==> src/verilog/tgc_pkg.sv <==
package tgc_pkg;

  // ******************************************************
  // sizes of the match and resource inputs
  // ******************************************************
  localparam int NUM_SAC = 16;
  localparam int NUM_ARC = 8;
  localparam int NUM_WPT = 8;
  localparam int NUM_RES = 16;
  localparam int RES_W = 4;
  // resource slot carrying the start/stop latch output
  localparam logic [RES_W-1:0] RES_SS_IDX = 4'h0;

  // ******************************************************
  // register region layout
  // ******************************************************
  localparam int REGION_BYTES = 4096;
  localparam int ADDR_W = 12;
  localparam int IDX_W = 10;
  localparam int IDX_LSB = 2;
  localparam int MGMT_BYTES = 256;
  localparam logic [IDX_W-1:0] MGMT_LO = 10'h3C0;
  localparam logic [IDX_W-1:0] MGMT_HI = 10'h3FF;
  localparam logic [IDX_W-1:0] TOPO_LO = 10'h380;
  localparam logic [IDX_W-1:0] TOPO_HI = 10'h3BF;

  // class of a register index inside the region
  typedef enum logic [1:0] {TGC_REG_GENERAL, TGC_REG_TOPO, TGC_REG_MGMT} tgc_region_t;

  // ******************************************************
  // control carriers
  // ******************************************************
  typedef struct packed {
    logic ss_enable;
    logic excl_mode;
    logic [NUM_ARC-1:0] arc_sel;
  } tgc_ctrl_t;

  typedef struct packed {
    logic [NUM_SAC-1:0] start;
    logic [NUM_SAC-1:0] stop;
  } tgc_sac_sel_t;

  typedef struct packed {
    logic [NUM_WPT-1:0] start;
    logic [NUM_WPT-1:0] stop;
  } tgc_wpt_sel_t;

  typedef struct packed {
    logic invert;
    logic [RES_W-1:0] sel;
  } tgc_event_t;

endpackage : tgc_pkg

==> src/verilog/tgc_trace_gate.sv <==
`timescale 1ns/1ns
// Function
// - all visible registers sit inside one 4KB region
// - indices 0x3C0-0x3FF, top 256 bytes, hold management registers
// - indices 0x380-0x3BF hold topology and integration registers
// - trace gate high while tracing allowed, low while suppressed
// - start and stop each fed by selected address matches and watchpoints
// - any selected start input turns latch on, output high
// - any selected stop input turns latch off, output low
// - enable bit decides whether latch gates trace; clear means no effect
// - latch output always offered as an event resource
// - polarity bit picks include or exclude range use
// - trace needs enabling event and latch on or latch bypassed
// - include needs a range hit, exclude needs a range miss
// - stop keeps latch on through block, off at next waypoint
// - gate changes between waypoints act at next waypoint
// - exclude suppresses a block only if range covers whole block
module tgc_trace_gate (
  input wire logic sys_clk, // core clock
  input wire logic rstn, // async reset
  input wire logic instr_valid, // non-waypoint instruction retires
  input wire logic waypoint, // waypoint instruction retires
  input wire logic [tgc_pkg::NUM_SAC-1:0] single_address_match, // per instruction
  input wire logic [tgc_pkg::NUM_ARC-1:0] address_range_match, // per instruction
  input wire logic [tgc_pkg::NUM_WPT-1:0] watchpoint_in, // core watchpoints
  input wire logic [tgc_pkg::NUM_RES-1:0] res_in, // event resources
  input wire tgc_pkg::tgc_ctrl_t ctrl, // enable and polarity
  input wire tgc_pkg::tgc_sac_sel_t start_stop_select_reg, // sac selection
  input wire tgc_pkg::tgc_wpt_sel_t watchpoint_start_stop_select_reg, // wpt sel
  input wire tgc_pkg::tgc_event_t gate_event_reg, // enabling event
  input wire logic [tgc_pkg::ADDR_W-1:0] probe_addr, // byte address to classify
  output logic trace_gate, // tracing permitted
  output logic ss_resource, // latch as resource
  output tgc_pkg::tgc_region_t probe_class // class of probe_addr
);

  // ******************************************************
  // region decode
  // ******************************************************

  logic [tgc_pkg::IDX_W-1:0] probe_idx;
  logic is_mgmt;
  logic is_topo;
  tgc_pkg::tgc_region_t nxt_class;
  tgc_pkg::tgc_region_t class_ff;

  // word index inside the 4KB region
  assign probe_idx = probe_addr[tgc_pkg::ADDR_W-1:tgc_pkg::IDX_LSB];
  assign is_mgmt = (probe_idx >= tgc_pkg::MGMT_LO) && (probe_idx <= tgc_pkg::MGMT_HI);
  assign is_topo = (probe_idx >= tgc_pkg::TOPO_LO) && (probe_idx <= tgc_pkg::TOPO_HI);
  assign nxt_class = is_mgmt ? tgc_pkg::TGC_REG_MGMT :
                     is_topo ? tgc_pkg::TGC_REG_TOPO : tgc_pkg::TGC_REG_GENERAL;

  // registered class output
  always_ff @(posedge sys_clk or negedge rstn)
  begin
    if (!rstn)
      class_ff <= tgc_pkg::TGC_REG_GENERAL;
    else
      class_ff <= nxt_class;
  end

  assign probe_class = class_ff;

  // ******************************************************
  // start/stop inputs
  // ******************************************************

  logic instr_any;
  logic start_now;
  logic stop_now;

  // waypoint is itself the last instruction of its block
  assign instr_any = instr_valid | waypoint;
  // start from selected sacs and watchpoints
  assign start_now = (instr_any && |(single_address_match & start_stop_select_reg.start))
                   || |(watchpoint_in & watchpoint_start_stop_select_reg.start);
  // stop from selected sacs and watchpoints
  assign stop_now = (instr_any && |(single_address_match & start_stop_select_reg.stop))
                  || |(watchpoint_in & watchpoint_start_stop_select_reg.stop);

  // ******************************************************
  // start/stop latch
  // ******************************************************

  logic latch_ff;
  logic nxt_latch;
  logic stop_acc_ff;
  logic nxt_stop_acc;
  logic stop_blk;
  logic on_blk;

  // multiple stops in a block act as one
  assign stop_blk = stop_acc_ff | stop_now;
  // block counts as on if latch on or started inside it
  assign on_blk = latch_ff | start_now;
  assign nxt_stop_acc = waypoint ? 1'b0 : stop_blk;
  // stop lands at the waypoint and beats a start in the same block
  // start turns latch on at once
  assign nxt_latch = (waypoint && stop_blk) ? 1'b0 :
                     start_now ? 1'b1 : latch_ff;

  // latch and pending stop
  always_ff @(posedge sys_clk or negedge rstn)
  begin
    if (!rstn)
    begin
      latch_ff <= 1'b0;
      stop_acc_ff <= 1'b0;
    end
    else
    begin
      latch_ff <= nxt_latch;
      stop_acc_ff <= nxt_stop_acc;
    end
  end

  assign ss_resource = latch_ff;

  // ******************************************************
  // enabling event
  // ******************************************************

  logic sel_is_latch;
  logic evt_raw;
  logic evt_now;
  logic evt_acc_ff;
  logic evt_blk;

  // latch takes the reserved resource slot
  assign sel_is_latch = gate_event_reg.sel == tgc_pkg::RES_SS_IDX;
  assign evt_raw = sel_is_latch ? latch_ff : res_in[gate_event_reg.sel];
  assign evt_now = evt_raw ^ gate_event_reg.invert;
  // an event seen mid-block is held until the waypoint
  assign evt_blk = evt_acc_ff | evt_now;

  // event accumulation over the block
  always_ff @(posedge sys_clk or negedge rstn)
  begin
    if (!rstn)
      evt_acc_ff <= 1'b0;
    else
      evt_acc_ff <= waypoint ? 1'b0 : evt_blk;
  end

  // ******************************************************
  // include/exclude ranges
  // ******************************************************

  logic arc_hit;
  logic incl_acc_ff;
  logic excl_all_ff;
  logic incl_blk;
  logic excl_all_blk;
  logic range_ok;

  assign arc_hit = |(address_range_match & ctrl.arc_sel);
  // include: any instruction of the block in range
  assign incl_blk = incl_acc_ff | (instr_any & arc_hit);
  // exclude only if every instruction of the block is in range
  assign excl_all_blk = excl_all_ff & (!instr_any | arc_hit);
  // include needs a hit, exclude needs a miss
  assign range_ok = ctrl.excl_mode ? !excl_all_blk : incl_blk;

  // range accumulation over the block
  always_ff @(posedge sys_clk or negedge rstn)
  begin
    if (!rstn)
    begin
      incl_acc_ff <= 1'b0;
      excl_all_ff <= 1'b1;
    end
    else
    begin
      incl_acc_ff <= waypoint ? 1'b0 : incl_blk;
      excl_all_ff <= waypoint ? 1'b1 : excl_all_blk;
    end
  end

  // ******************************************************
  // final gate
  // ******************************************************

  logic gate_ff;
  logic nxt_gate;
  logic ss_ok;

  // enable bit decides whether the latch gates
  assign ss_ok = !ctrl.ss_enable | on_blk;
  // event and latch condition combined with range test
  assign nxt_gate = evt_blk & ss_ok & range_ok;

  // gate moves only at a waypoint
  always_ff @(posedge sys_clk or negedge rstn)
  begin
    if (!rstn)
      gate_ff <= 1'b0;
    else if (waypoint)
      gate_ff <= nxt_gate;
  end

  assign trace_gate = gate_ff;

  // ******************************************************
  // checks
  // ******************************************************

  a_gate_after_reset: assert property (
    @(posedge sys_clk) $rose(rstn) |-> !trace_gate && !ss_resource)
    else $error("gate or latch high right after reset");

  a_latch_start_on: assert property (
    @(posedge sys_clk) disable iff (!rstn)
    start_now && !(waypoint && stop_blk) |=> ss_resource)
    else $error("start did not turn latch on");

  a_latch_stop_off: assert property (
    @(posedge sys_clk) disable iff (!rstn)
    waypoint && stop_now |=> !ss_resource)
    else $error("stop at waypoint left latch on");

  a_stop_holds_block: assert property (
    @(posedge sys_clk) disable iff (!rstn)
    ss_resource && !waypoint |=> ss_resource)
    else $error("latch dropped between waypoints");

  a_stop_then_start: assert property (
    @(posedge sys_clk) disable iff (!rstn)
    stop_now && !waypoint ##1 (start_now && waypoint) |=> !ss_resource)
    else $error("stop before start in block left latch on");

  a_gate_waypoint_only: assert property (
    @(posedge sys_clk) disable iff (!rstn)
    !waypoint |=> $stable(trace_gate))
    else $error("gate moved between waypoints");

  a_event_mid_block: assert property (
    @(posedge sys_clk) disable iff (!rstn)
    (evt_now && !waypoint && !ctrl.ss_enable && !ctrl.excl_mode)
      ##1 (waypoint && arc_hit && $stable(ctrl)) |=> trace_gate)
    else $error("mid block event lost at waypoint");

  a_gate_needs_event: assert property (
    @(posedge sys_clk) disable iff (!rstn)
    waypoint && !evt_blk |=> !trace_gate)
    else $error("gate opened without event");

  a_latch_gates: assert property (
    @(posedge sys_clk) disable iff (!rstn)
    waypoint && ctrl.ss_enable && !ss_resource && !start_now |=> !trace_gate)
    else $error("gate opened with latch off and enabled");

  a_latch_bypass: assert property (
    @(posedge sys_clk) disable iff (!rstn)
    waypoint && !ctrl.ss_enable && evt_blk && range_ok |=> trace_gate)
    else $error("bypassed latch still blocked gate");

  a_latch_resource: assert property (
    @(posedge sys_clk) disable iff (!rstn)
    waypoint && ss_resource && !stop_blk && gate_event_reg == '0
      && !ctrl.ss_enable && range_ok |=> trace_gate && ss_resource)
    else $error("latch resource did not enable gate");

  a_include_miss: assert property (
    @(posedge sys_clk) disable iff (!rstn)
    waypoint && !ctrl.excl_mode && !incl_blk |=> !trace_gate)
    else $error("include mode traced without range hit");

  a_exclude_whole: assert property (
    @(posedge sys_clk) disable iff (!rstn)
    waypoint && ctrl.excl_mode && excl_all_blk |=> !trace_gate)
    else $error("fully excluded block traced");

  a_exclude_partial: assert property (
    @(posedge sys_clk) disable iff (!rstn)
    (instr_valid && !waypoint && !arc_hit) ##1 (waypoint && ctrl.excl_mode)
      |-> !excl_all_blk)
    else $error("partly excluded block counted as excluded");

  a_region_mgmt: assert property (
    @(posedge sys_clk) disable iff (!rstn)
    int'(probe_addr) >= tgc_pkg::REGION_BYTES - tgc_pkg::MGMT_BYTES
      |=> probe_class == tgc_pkg::TGC_REG_MGMT)
    else $error("top 256 bytes not classed as management");

  a_region_topo: assert property (
    @(posedge sys_clk) disable iff (!rstn)
    probe_addr >= 12'hE00 && probe_addr < 12'hF00
      |=> probe_class == tgc_pkg::TGC_REG_TOPO)
    else $error("topology window misclassed");

endmodule : tgc_trace_gate

==> config.mk <==
export PLATFORM = sky130hd
export DESIGN_NAME = tgc_trace_gate
export DESIGN_NICKNAME = d
export VERILOG_FILES = /design/src/verilog/tgc_pkg.sv /design/src/verilog/tgc_trace_gate.sv
export SDC_FILE = /design/constraint.sdc
export NUM_CORES = 1
export LEC_CHECK = 0
export BUFFER_PORTS_ARGS = -buffer_cell sky130_fd_sc_hd__buf_2
export CORE_ASPECT_RATIO = 1.25
export CORE_MARGIN = 8
export CORE_UTILIZATION = 26
export DETAILED_ROUTE_END_ITERATION = 8
export PLACE_DENSITY_LB_ADDON = 0.3
export SYNTH_ARGS = -nofsm -noshare
export SYNTH_HDL_FRONTEND = slang
export SYNTH_SLANG_ARGS = --single-unit
==> constraint.sdc <==
create_clock -name sys_clk -period 2.2 [get_ports sys_clk]
set_input_delay 0.33 -clock sys_clk [delete_from_list [all_inputs] [get_ports sys_clk]]
set_output_delay 0.33 -clock sys_clk [all_outputs]
set_load 0.05 [all_outputs]
# Yosys cells after proc, flatten, opt, wreduce, memory -nomap -nowiden
# Cells that the tools add are included.
op_classes:
  mux: 12
  bitwise: 17
  n_lt_le_gt_ge: 5
  reduce_logical: 17
ops:
  columns: ["cell", "n"]
  rows:
  - ["bitwise AND 16 bit", 2]
  - ["OR reduction 16 bit", 2]
  - ["bitwise AND 8 bit", 3]
  - ["OR reduction 8 bit", 3]
  - ["greater-or-equal comparator 10 bit (second input constant)", 2]
  - ["<= comparator 10 bit (second input constant)", 2]
  - ["2-to-1 mux 1 bit", 10]
  - ["OR 1 bit", 7]
  - ["logical AND 1 bit", 5]
  - ["less-than comparator 4 x 5 -> 1 bit (second input constant)", 1]
  - ["bitwise AND 1 bit", 4]
  - ["binary-select mux 1 bit (select 4 bit)", 1]
  - ["logical NOT 4 bit", 1]
  - ["logical NOT 1 bit", 3]
  - ["logical OR 1 bit", 2]
  - ["2-to-1 mux 2 bit", 1]
  - ["nonzero test 2 bit", 1]
  - ["bitwise XOR 1 bit", 1]
word_totals:
  ff_bits: 8
  in_bits: 127
  out_inout_bits: 4

# Depth between registers and ports, before layout
# Gate-level depths: netlist of run 1.
logic_depth:
  depth_word: 8
  mapped_depth: 5

# Worst setup path before layout of run 1
# Ideal clock, no wire load.
synth_timing:
  path_kind: "register to register"
  start: "register latch_ff (netlist: ss_resource)"
  end: "register gate_ff (netlist: trace_gate)"
  path_stages_with_launch: 6
  required_time_ns: 2.080
  arrival_time_ns: 1.955
  slack_ns: 0.124
  cell_sequence: "dfrtp_1 > mux4_1 > mux4_2 > xnor2_1 > nand2b_1 > a41o_1"
synth_between:
  elab_chain_cells: 5
  elab_cells_between_ends: 7
synth_rtl:
  columns: ["item", "line", "rtl"]
  rows:
  - ["start: declaration", "tgc_trace_gate.sv:86", "logic latch_ff;"]
  - ["start signal: assignment", "tgc_trace_gate.sv:113", "latch_ff <= nxt_latch;"]
  - ["2-to-1 mux 1 bit", "tgc_trace_gate.sv:132", "assign evt_raw = sel_is_latch ? latch_ff : res_in[gate_event_reg.sel];"]
  - ["bitwise XOR 1 bit", "tgc_trace_gate.sv:133", "assign evt_now = evt_raw ^ gate_event_reg.invert;"]
  - ["OR 1 bit", "tgc_trace_gate.sv:135", "assign evt_blk = evt_acc_ff | evt_now;"]
  - ["bitwise AND 1 bit * (2 in series)", "tgc_trace_gate.sv:191", "assign nxt_gate = evt_blk & ss_ok & range_ok;"]
  - ["end signal: assignment", "tgc_trace_gate.sv:199", "gate_ff <= nxt_gate;"]
  - ["end: declaration", "tgc_trace_gate.sv:184", "logic gate_ff;"]
# Mark *: on every way between the ends. The rest lies on a longest branch, timed or not.
# A chain may end at the register's enable or synchronous reset.

# Worst setup path in the final report of run 1
# Same ends and word-level chain as after synthesis.

==> results.md, run 1 <==
* Status: completed
* DR pass1 iterations at 4
* LEAKAGE at 0.781 nW
* Max rail drop VDD at 0.185 mV
* CTS root buf: clkbuf_4
* Gates resized, CTS repair at 0
* F_max at 513 MHz
* Setup TNS at 0 ns
* CP Capture Type: flip-flop
* XOR/XNOR share of the synthesized area at roughly 1.2%
* Crit path cell chain: mux4_1 -> mux4_2 -> xnor2_1 -> nand2b_1 -> a41o_1
* Post-synthesis simple-gate area fraction at between 10 and 15%
* Synth Area in Compound Gates at 39.7%
* Buffers plus inverters on the worst setup path at 0
* DR DRC count at 0
* Slowest-stage cell, CP: mux4_1
* Unrepaired setup endpoints after global routing: no
* CTS tree: built
* Port bufs at 121
* Post-CTS Hold Buffers at 1
* Register area share after synthesis at 27.9%
* Crit path DAT at 2.10 ns
* Max clock buf depth at 2
* I/O pin cnt at approximately 130
* Later-pin clock latency in the skew report at 0.26 ns
* Top delay family on crit path: multiplexers
* Post-CTS setup buffers at 0
* Final hold violation count at 0
* Syn Area/Cell at 10.6 um^2
* Starting Density at 27.2%
* Synthesized instance count at between 60 and 70
* Total gr overflow at 0
* Top_reg_cell synth: dfrtp_1
* Fraction of layout instances using a drive strength above 1 at approximately 65%
* Post-synth top area share at 24.3%
* Core area at 2650 um^2
* Die width at 63.1 um
* CP Class: reg -> reg
* Async SR Flop Fraction at 100%
* WL final at between 3000 and 4000 um
* Largest family of logic cells by synthesized area: compound AO/OA/AOI/OAI gates
* Post-synth EDFFs at 0
* Antenna violations before repair at 0
* Distinct cells, synth at 24
* Std-Cell Rows at 21
* Die height at 74.9 um
* Global Route Usage Sum at roughly 15%
* Clk_skew at 0.0116 ns
* Ranking of synthesized cells by area: dfrtp_1 24%, mux4_1 15%, a221oi_1 9.7%
* Vias per cell at between 5 and 6
* Startpoint Class: flip-flop
* Largest net degree at the start of global routing at 9
* First-pass GRT wire length at 5740 um
* Worst slew pin tran at 0.323 ns
* Mapped Area at ~720 um^2
* Synth Warn # at 0
* Post-route clock period utilization at 88.7%
* Final net count at roughly 320
* Mux contribution to synthesized area at ~18%
* Die area at 4730 um^2
* Setup violations, final at 0
* Clk sinks at 8
* Synth Area in Adders at 0%
* Slew margin rel. at 78.3%
* Via count at roughly 1200
* Max-cap violations at 0
* Synth-to-Final Area Change at 94.8%
* CP max stage delay at 0.50 ns
* Final HPWL DP at around 3500 um
* GP Congestion at 0.862
* First DRT Iteration DRCs at 26
* Antenna-violating nets left at 0
* Power consumption at 504 uW
* Final Slew Violations at 0
* Hold WC Path Type: in -> reg
* Min Tclk post-route at 1.95 ns
* Crit-path max FO at 3
* Area leader, netlist: dfrtp_1
* Vias in the first global route at 1388
* Diode count at 0
* CTS Buf Count at 3
* Number of H-tree levels at 1
* PwrDens at around 360 nW/um^2
* WP data required at 2.35 ns
* Wire per inst at 16.5 um
* Worst-path clk slew at 0.06 ns
* #FFs+latches synth at 8
* Final core occ at 53.0%
* Synthesized Nets at 195
## power breakdown
group | total [mW] | internal, mW | switching (mW)
clock | 0.120 | 0.0694 | 0.0501
combinational | 0.221 | 0.129 | 0.0919
sequential | 0.163 | 0.159 | 0.00417
total | 0.504 | 0.357 | 0.146
## Yosys cell counts (all sizes together) (2+ instances only)
library cell / number
and4: 2
a21oi: 2
o21ai: 2
nand2b: 2
a211oi: 2
a221oi: 8
a22oi: 8
dfrtp: 7
nor2: 4
a222oi: 2
a22o: 8
nand3: 3
nor2b: 3
mux4: 5
inv: 2
## kinds of logic after synthesis
kind of cell           Yosys count
AO/OA/AOI/OAI                   36
AND/OR/NAND/NOR                 16
flip-flops                       8
multiplexers                     5
buffers and inverters            2
XOR/XNOR                         1
## layout by cell type, fill, tap and decap left out
cell type and instances:
o211ai_1 1, a41o_1 1, nand3_1 3, o21a_1 1, dlygate4sd3_1 1, clkbuf_1 1
dfrtp_1 7, and4_1 2, a21oi_1 2, mux4_2 1, buf_2 121, xnor2_1 1
nor2_1 4, nor3_1 1, inv_1 2, dfstp_2 1, a31oi_1 1, nand4_1 1
a22o_1 8, nand2b_1 2, a222oi_1 2, o21ai_0 2, a211oi_1 2, a22oi_1 8
nor2b_1 3, a221oi_1 8, mux4_1 4, clkbuf_4 3
## final cells by class
| type | instances | area, um^2 |
|---|---|---|
| well taps | 34 | 42.5 |
| multi-input cells | 58 | 513 |
| repair buffers | 122 | 616 |
| inverters | 2 | 7.51 |
| clock buffers | 4 | 26.3 |
| fillers | 263 | 1250 |
| flip-flops and latches | 8 | 201 |
## worst paths after layout
check / startpoint / endpoint / slack (ns) / depth (start not counted)
max: ss_resource / trace_gate / 0.25 / 5
min: probe_addr[8] / probe_class[0] / 0.24 / 2
max reg2reg: ss_resource / trace_gate / 0.25 / 5
min reg2reg: excl_all_ff / excl_all_ff / 0.49 / 2
max in group asynchronous: rstn / excl_all_ff / 1.50 / 2
min in group asynchronous: rstn / trace_gate / 0.45 / 2
## routing by layer
layer	routed length [um]	global-route usage [%]
met5	0	0
met4	28	5.58
met3	424	5.21
met2	2050	30.1
met1	1270	13.4
## registers in the layout (all words and copies together), names as in the netlist
signal,count
probe_class,2
excl_all_ff,1
incl_acc_ff,1
trace_gate,1
evt_acc_ff,1
ss_resource,1
stop_acc_ff,1
## worst register-to-register path, delay by kind of cell (launching register included)
| family | cells | cell delay (ns) |
|---|---|---|
| and+or+nand+nor | 1 | 0.09 |
| xor gates and xnor gates | 1 | 0.16 |
| DFF | 1 | 0.40 |
| AOI/OAI and AO/OA | 1 | 0.21 |
| muxes | 2 | 0.99 |
## per-stage QoR
stage | hold slack, ns | instances | setup WS, ns | area (um^2)
floorplan | 0.0344 | 68 | 0.124 | 722
global placement | 0.173 | 223 | 0.115 | 1370
detailed placement | 0.183 | 223 | 0.114 | 1370
CTS | 0.232 | 228 | 0.236 | 1410
global route | 0.241 | 228 | 0.187 | 1410
finish | 0.244 | 228 | 0.249 | 1410
(Power assumes the default switching activity.)
==> run 2: changes to the inputs <==
- CAP_MARGIN: default -> 20
- CELL_PAD_IN_SITES_DETAIL_PLACEMENT: default -> 2
- CELL_PAD_IN_SITES_GLOBAL_PLACEMENT: default -> 2
- CORE_UTILIZATION: 26 -> 11
==> run 2 against run 1 <==
  * Combinational power about the same
  * Hold slack improved by 0.019 ns
  * Cell area increased by 6.0%
==> results.md, run 2 (synthesized netlist as in run 1, its figures left out) <==
* CTS Buf Count at 3 (unchanged)
* Clk_skew at 0.00612 ns (-0.00553 ns)
* Later-pin clock latency in the skew report at 0.23 ns (-0.03 ns)
* Max rail drop VDD at 0.119 mV (-36%)
* Most common cell after layout, fill and taps aside: buf_2
* Final hold violation count at 0 (unchanged)
* Final std cells w/o fill at 281 (+23%)
* Setup TNS at 0 ns (unchanged)
* Final core occ at 23.2% (-30 points)
* Via count at 1204 (+2.4%)
* Worst slew pin tran at 0.340 ns (+0.0173 ns)
* Antenna violations before repair at 0 (unchanged)
* Vias per cell at 4.28 (-17%)
* Max-cap violations at 0 (unchanged)
* Clk sinks at 8 (unchanged)
* Filler cells at 807 (+210%)
* Final Slew Violations at 0 (unchanged)
* Die height at 107 um (+42%)
* Total gr overflow at 0 (unchanged)
* Global Route Usage Sum at 10.4% (-4.5 points)
* GP Congestion at 0.690 (-20%)
* First DRT Iteration DRCs at 16 (-38%)
* Vias in the first global route at 1553 (+12%)
* Diode count at 0 (unchanged)
* Worst-path clk slew at 0.05 ns (about the same)
* Pre-CTS setup slack at 0.108 ns (-0.00621 ns)
* F_max at 530 MHz (+3.3%)
* I/O pin cnt at 131 (unchanged)
* Final HPWL DP at 4600 um (+30%)
* Port bufs at 121 (unchanged)
* Dpl cells at 276 (+24%)
* Die width at 88.5 um (+40%)
* PwrDens at 386 nW/um^2 (+7.7%)
* Number of H-tree levels at 1 (unchanged)
* Wire per inst at 17.3 um (+4.3%)
* Multi-input gate area at 513 um^2 (unchanged)
* Number of flip-flops in the largest register at 2 (unchanged)
* Fin worst setup slack at 0.312 ns (+0.0629 ns)
* Die area at 9430 um^2 (+99%)
* Slew margin rel. at 77.3% (-1.0 points)
* Hold WC Path Type: in -> reg
* Post-route clock period utilization at 85.8% (-2.9 points)
* Antenna-violating nets left at 0 (unchanged)
* Largest net degree at the start of global routing at 9 (unchanged)
* Unrepaired setup endpoints after global routing: no
* CTS tree: built
* Gates resized, CTS repair at 0 (unchanged)
* Startpoint Class: flip-flop
* Setup violations, final at 0 (unchanged)
* Register area at 201 um^2 (unchanged)
* Crit path DAT at 2.00 ns (-0.10 ns)
* Synth-to-Final Area Change at 107%
* DR DRC count at 0 (unchanged)
* WP data required at 2.31 ns (-0.04 ns)
* Status: completed
* Most frequent cells in the layout: 121 x buf_2, 8 x a22o_1, 8 x a221oi_1, 8 x a22oi_1, 7 x dfrtp_1
* Final net count at 322 (unchanged)
* Min Tclk post-route at 1.89 ns (-0.0629 ns)
* Max clock buf depth at 2 (unchanged)
* LEAKAGE at 0.789 nW (+0.99%)
* First-pass GRT wire length at 7490 um (+30%)
* CP Class: reg -> reg
* Std-Cell Rows at 33 (+57%)
* WL final at 4850 um (+29%)
* CP Capture Type: flip-flop
* Starting Density at 11.2% (-16 points)
* Crit-path max FO at 3 (unchanged)
* Core area at 6440 um^2 (+140%)
* DR pass1 iterations at 4 (unchanged)
* CTS root buf: clkbuf_8
* Fraction of layout instances using a drive strength above 1 at 64.9% (unchanged)
[run 2: path summary, 6_finish.rpt]
kind | slack, ns | end | from | cells past startpoint
max in group asynchronous | 1.46 | excl_all_ff | rstn | 2
hold reg to reg | 0.49 | excl_all_ff | excl_all_ff | 2
hold / removal | 0.26 | probe_class[0] | probe_addr[8] | 2
setup / recovery | 0.31 | trace_gate | ss_resource | 5
min in group asynchronous | 0.49 | incl_acc_ff | rstn | 2
setup reg to reg | 0.31 | trace_gate | ss_resource | 5
[run 2: report_power, final]
part / internal, mW / switching (mW) / total [mW]
clock: 0.126 / 0.0616 / 0.188
combinational: 0.129 / 0.0949 / 0.224
sequential: 0.159 / 0.00409 / 0.163
[run 2: layout make-up]
type / instances / area share, %
sequential: 8 / 13.5
timing repair buffer: 122 / 41.3
clock buffer: 4 / 3.02
multi-input combinational: 58 / 34.4
inverter: 2 / 0.503
tap: 87 / 7.30
[run 2: stage by stage]
stage	power (mW)	instance area, um^2	hold WS [ns]
finish	0.575	1490	0.264
global route	0.621	1490	0.266
floorplan	0.254	722	0.0344
CTS	0.596	1490	0.252
global placement	0.389	1440	0.197
detailed placement	0.394	1440	0.195
[run 2: worst max-delay path: stages (launching register included)]
cell	delay, ns
dfrtp_1	0.39
mux4_1	0.48
mux4_2	0.47
xnor2_1	0.14
nand2b_1	0.08
a41o_1	0.20
[run 2: per-layer routing]
layer	global-route usage (%)	vias up	part of all wire, %
li1	-	564	-
met1	8.19	554	29
met2	20.1	80	55
met3	6.73	6	15
met4	2.42	0	1.2
met5	0	-	0
[run 2: repair_timing]
action	CTS	global route
buffers inserted	0	0
hold endpoints to repair	7	0
hold buffers	1	0
==> run 3: changes to the inputs <==
- clock period: 2.2 -> 2.1 ns (I/O delays scaled with it)
==> run 3 against run 2 <==
  * Cell area is 0.50% higher
  * Cell count up 0.36%
  * Highest routed layer unchanged
  * Core utilization grew 0.12 points
  * Critical path type unchanged
  * Largest cell class unchanged
  * Hold slack worse by 0.0077 ns
==> results.md, run 3 (synthesized netlist as in run 1, its figures left out) <==
* Crit path DAT at 2.01 ns (about the same)
* Final core occ at 23.3% (+0.12 points)
* Combinational power share at 38.9% (about the same)
* Most frequent cells in the layout: 121 x buf_2, 8 x a22o_1, 8 x a221oi_1, 8 x a22oi_1, 7 x dfrtp_1
* Clock power frac at 32.7% (about the same)
* CP max stage delay at 0.49 ns (about the same)
* R2r endpoint: trace_gate
* Hold WC Path Type: in -> reg
* Total gr overflow at 0 (unchanged)
* Die height at 107 um (unchanged)
* Later-pin clock latency in the skew report at 0.23 ns (about the same)
* First DRT Iteration DRCs at 7 (-9)
* F_max at 526 MHz (-0.63%)
* Post-route cell area at 1500 um^2 (+0.50%)
* CTS tree: built
* GP Congestion at 0.705 (+2.2%)
* RR Startpoint: ss_resource
* Top delay family on crit path: multiplexers
* Diode count at 0 (unchanged)
* Number of flip-flops in the largest register at 2 (unchanged)
* WL final at 4670 um (-3.7%)
* Switch share at 27.8% (-0.17 points)
* CP Class: reg -> reg
* Crit-path max FO at 3 (unchanged)
* Max clock buf depth at 2 (unchanged)
* Sw power at 167 uW (+4.1%)
* Unrepaired setup endpoints after global routing: no
* Min Tclk post-route at 1.90 ns (+0.0120 ns)
* Via count at 1199 (-0.42%)
* DR DRC count at 0 (unchanged)
* Buffers plus inverters on the worst setup path at 0 (unchanged)
* Synth-to-Final Area Change at 108%
* Vias in the first global route at 1513 (-2.6%)
* Slowest-stage cell, CP: mux4_1
* CP Capture Type: flip-flop
* Std-Cell Rows at 33 (unchanged)
* Most common cell after layout, fill and taps aside: buf_2
* LEAKAGE at 0.793 nW (+0.61%)
* Crit path cell chain: mux4_1 -> mux4_2 -> xnor2_1 -> nand2b_1 -> a41o_1
* Max-cap violations at 0 (unchanged)
* Status: completed
* Max rail drop VDD at 0.115 mV (-3.4%)
* Startpoint Class: flip-flop
* Clk sinks at 8 (unchanged)
* Final HPWL DP at 4490 um (-2.4%)
* Setup TNS at 0 ns (unchanged)
* Final hold violation count at 0 (unchanged)
* Vias per cell at 4.25 (-0.77%)
* Slew margin rel. at 78.9% (+1.5 points)
* Filler cells at 787 (-2.5%)
* Port bufs at 121 (unchanged)
* Wire per inst at 16.6 um (-4.1%)
* Crit path from: ss_resource
* Fraction of layout instances using a drive strength above 1 at 65.1% (+0.18 points)
* PwrDens at 402 nW/um^2 (+4.3%)
* Antenna violations before repair at 0 (unchanged)
* Levels on crit path at 5 (unchanged)
* Setup violations, final at 0 (unchanged)
* Final net count at 323 (+0.31%)
* Starting Density at 11.2% (unchanged)
* Post-route clock period utilization at 90.5% (+4.7 points)
* Die area at 9430 um^2 (unchanged)
* DR pass1 iterations at 4 (unchanged)
* CTS Buf Count at 3 (unchanged)
* Antenna-violating nets left at 0 (unchanged)
* Area after DPL at 1440 um^2 (+0.52%)
* First-pass GRT wire length at 7330 um (-2.1%)
* Setup crit end: trace_gate
* I/O pin cnt at 131 (unchanged)
* Core area at 6440 um^2 (unchanged)
* Number of H-tree levels at 1 (unchanged)
* R2r worst-path depth at 5 (unchanged)
* Largest net degree at the start of global routing at 9 (unchanged)
* Worst slew pin tran at 0.317 ns (-0.0230 ns)
* Global Route Usage Sum at 10.1% (-0.30 points)
* Clk_skew at 0.00710 ns (+0.000983 ns)
* P_int at 435 uW (+5.0%)
* Worst-path clk slew at 0.05 ns (about the same)
* CTS root buf: clkbuf_8
* WP data required at 2.21 ns (-0.10 ns)
* Die width at 88.5 um (unchanged)
* FF-to-FF setup slack at 0.20 ns (-0.11 ns)
* Sequential fraction of design power at 28.4% (about the same)
* Gates resized, CTS repair at 0 (unchanged)
* Final Slew Violations at 0 (unchanged)
==> run 3: power groups by stage <==
stage	Sequential, mW	Clock [mW]	Combinational (mW)
2_1_floorplan	0.193	0	0.0727
3_3_place_gp	0.174	0	0.235
3_5_place_dp	0.174	0	0.239
4_1_cts	0.171	0.213	0.241
5_1_grt	0.173	0.220	0.261
6_report	0.171	0.197	0.235
==> run 3: layout make-up <==
cell class              instances  area (um^2)  share of cell area, %
repair buffers                123          623                   41.6
multi-input cells              58          513                   34.2
well taps                      87          109                   7.26
flip-flops and latches          8          201                   13.4
inverters                       2         7.51                  0.501
clock buffers                   4         45.0                   3.01
==> run 3: per-stage QoR <==
| stage | hold WS (ns) | total power, mW | std cells | setup slack (ns) |
|---|---|---|---|---|
| floorplan | 0.0194 | 0.266 | 68 | 0.0241 |
| global placement | 0.181 | 0.408 | 277 | 0.0354 |
| detailed placement | 0.183 | 0.413 | 277 | 0.0136 |
| CTS | 0.245 | 0.626 | 282 | 0.160 |
| global route | 0.250 | 0.653 | 282 | 0.111 |
| finish | 0.256 | 0.603 | 282 | 0.200 |
==> run 3: per-layer routing <==
| layer | share of wire, % | track usage (%) |
|---|---|---|
| met5 | 0 | 0 |
| met4 | 0.32 | 1.45 |
| met3 | 15 | 6.89 |
| met2 | 54 | 19.4 |
| met1 | 31 | 8.19 |
==> run 3: how the worst min path moves through the flow <==
stage	slack, ns	cells after the start	end	start
after floorplan	0.02	0	evt_acc_ff	rstn
after global placement	0.18	1	evt_acc_ff	rstn
after detailed placement	0.18	1	evt_acc_ff	rstn
after CTS	0.24	2	probe_class[0]	probe_addr[8]
after global routing	0.25	2	probe_class[0]	probe_addr[8]
final	0.26	2	probe_class[0]	probe_addr[8]
==> run 3: what timing repair did <==
action / 4_1_cts / 5_1_grt
setup buffers: 0 / 0
hold buffers: 1 / 0
endpoints found under the hold margin: 7 / 0
==> run 3: worst register-to-register path, delay by kind of cell, from the launching register on <==
kind            cells  cell delay, ns
mux                 2            0.97
xor+xnor            1            0.14
simple gates        1            0.08
compound gates      1            0.21
flops               1            0.38
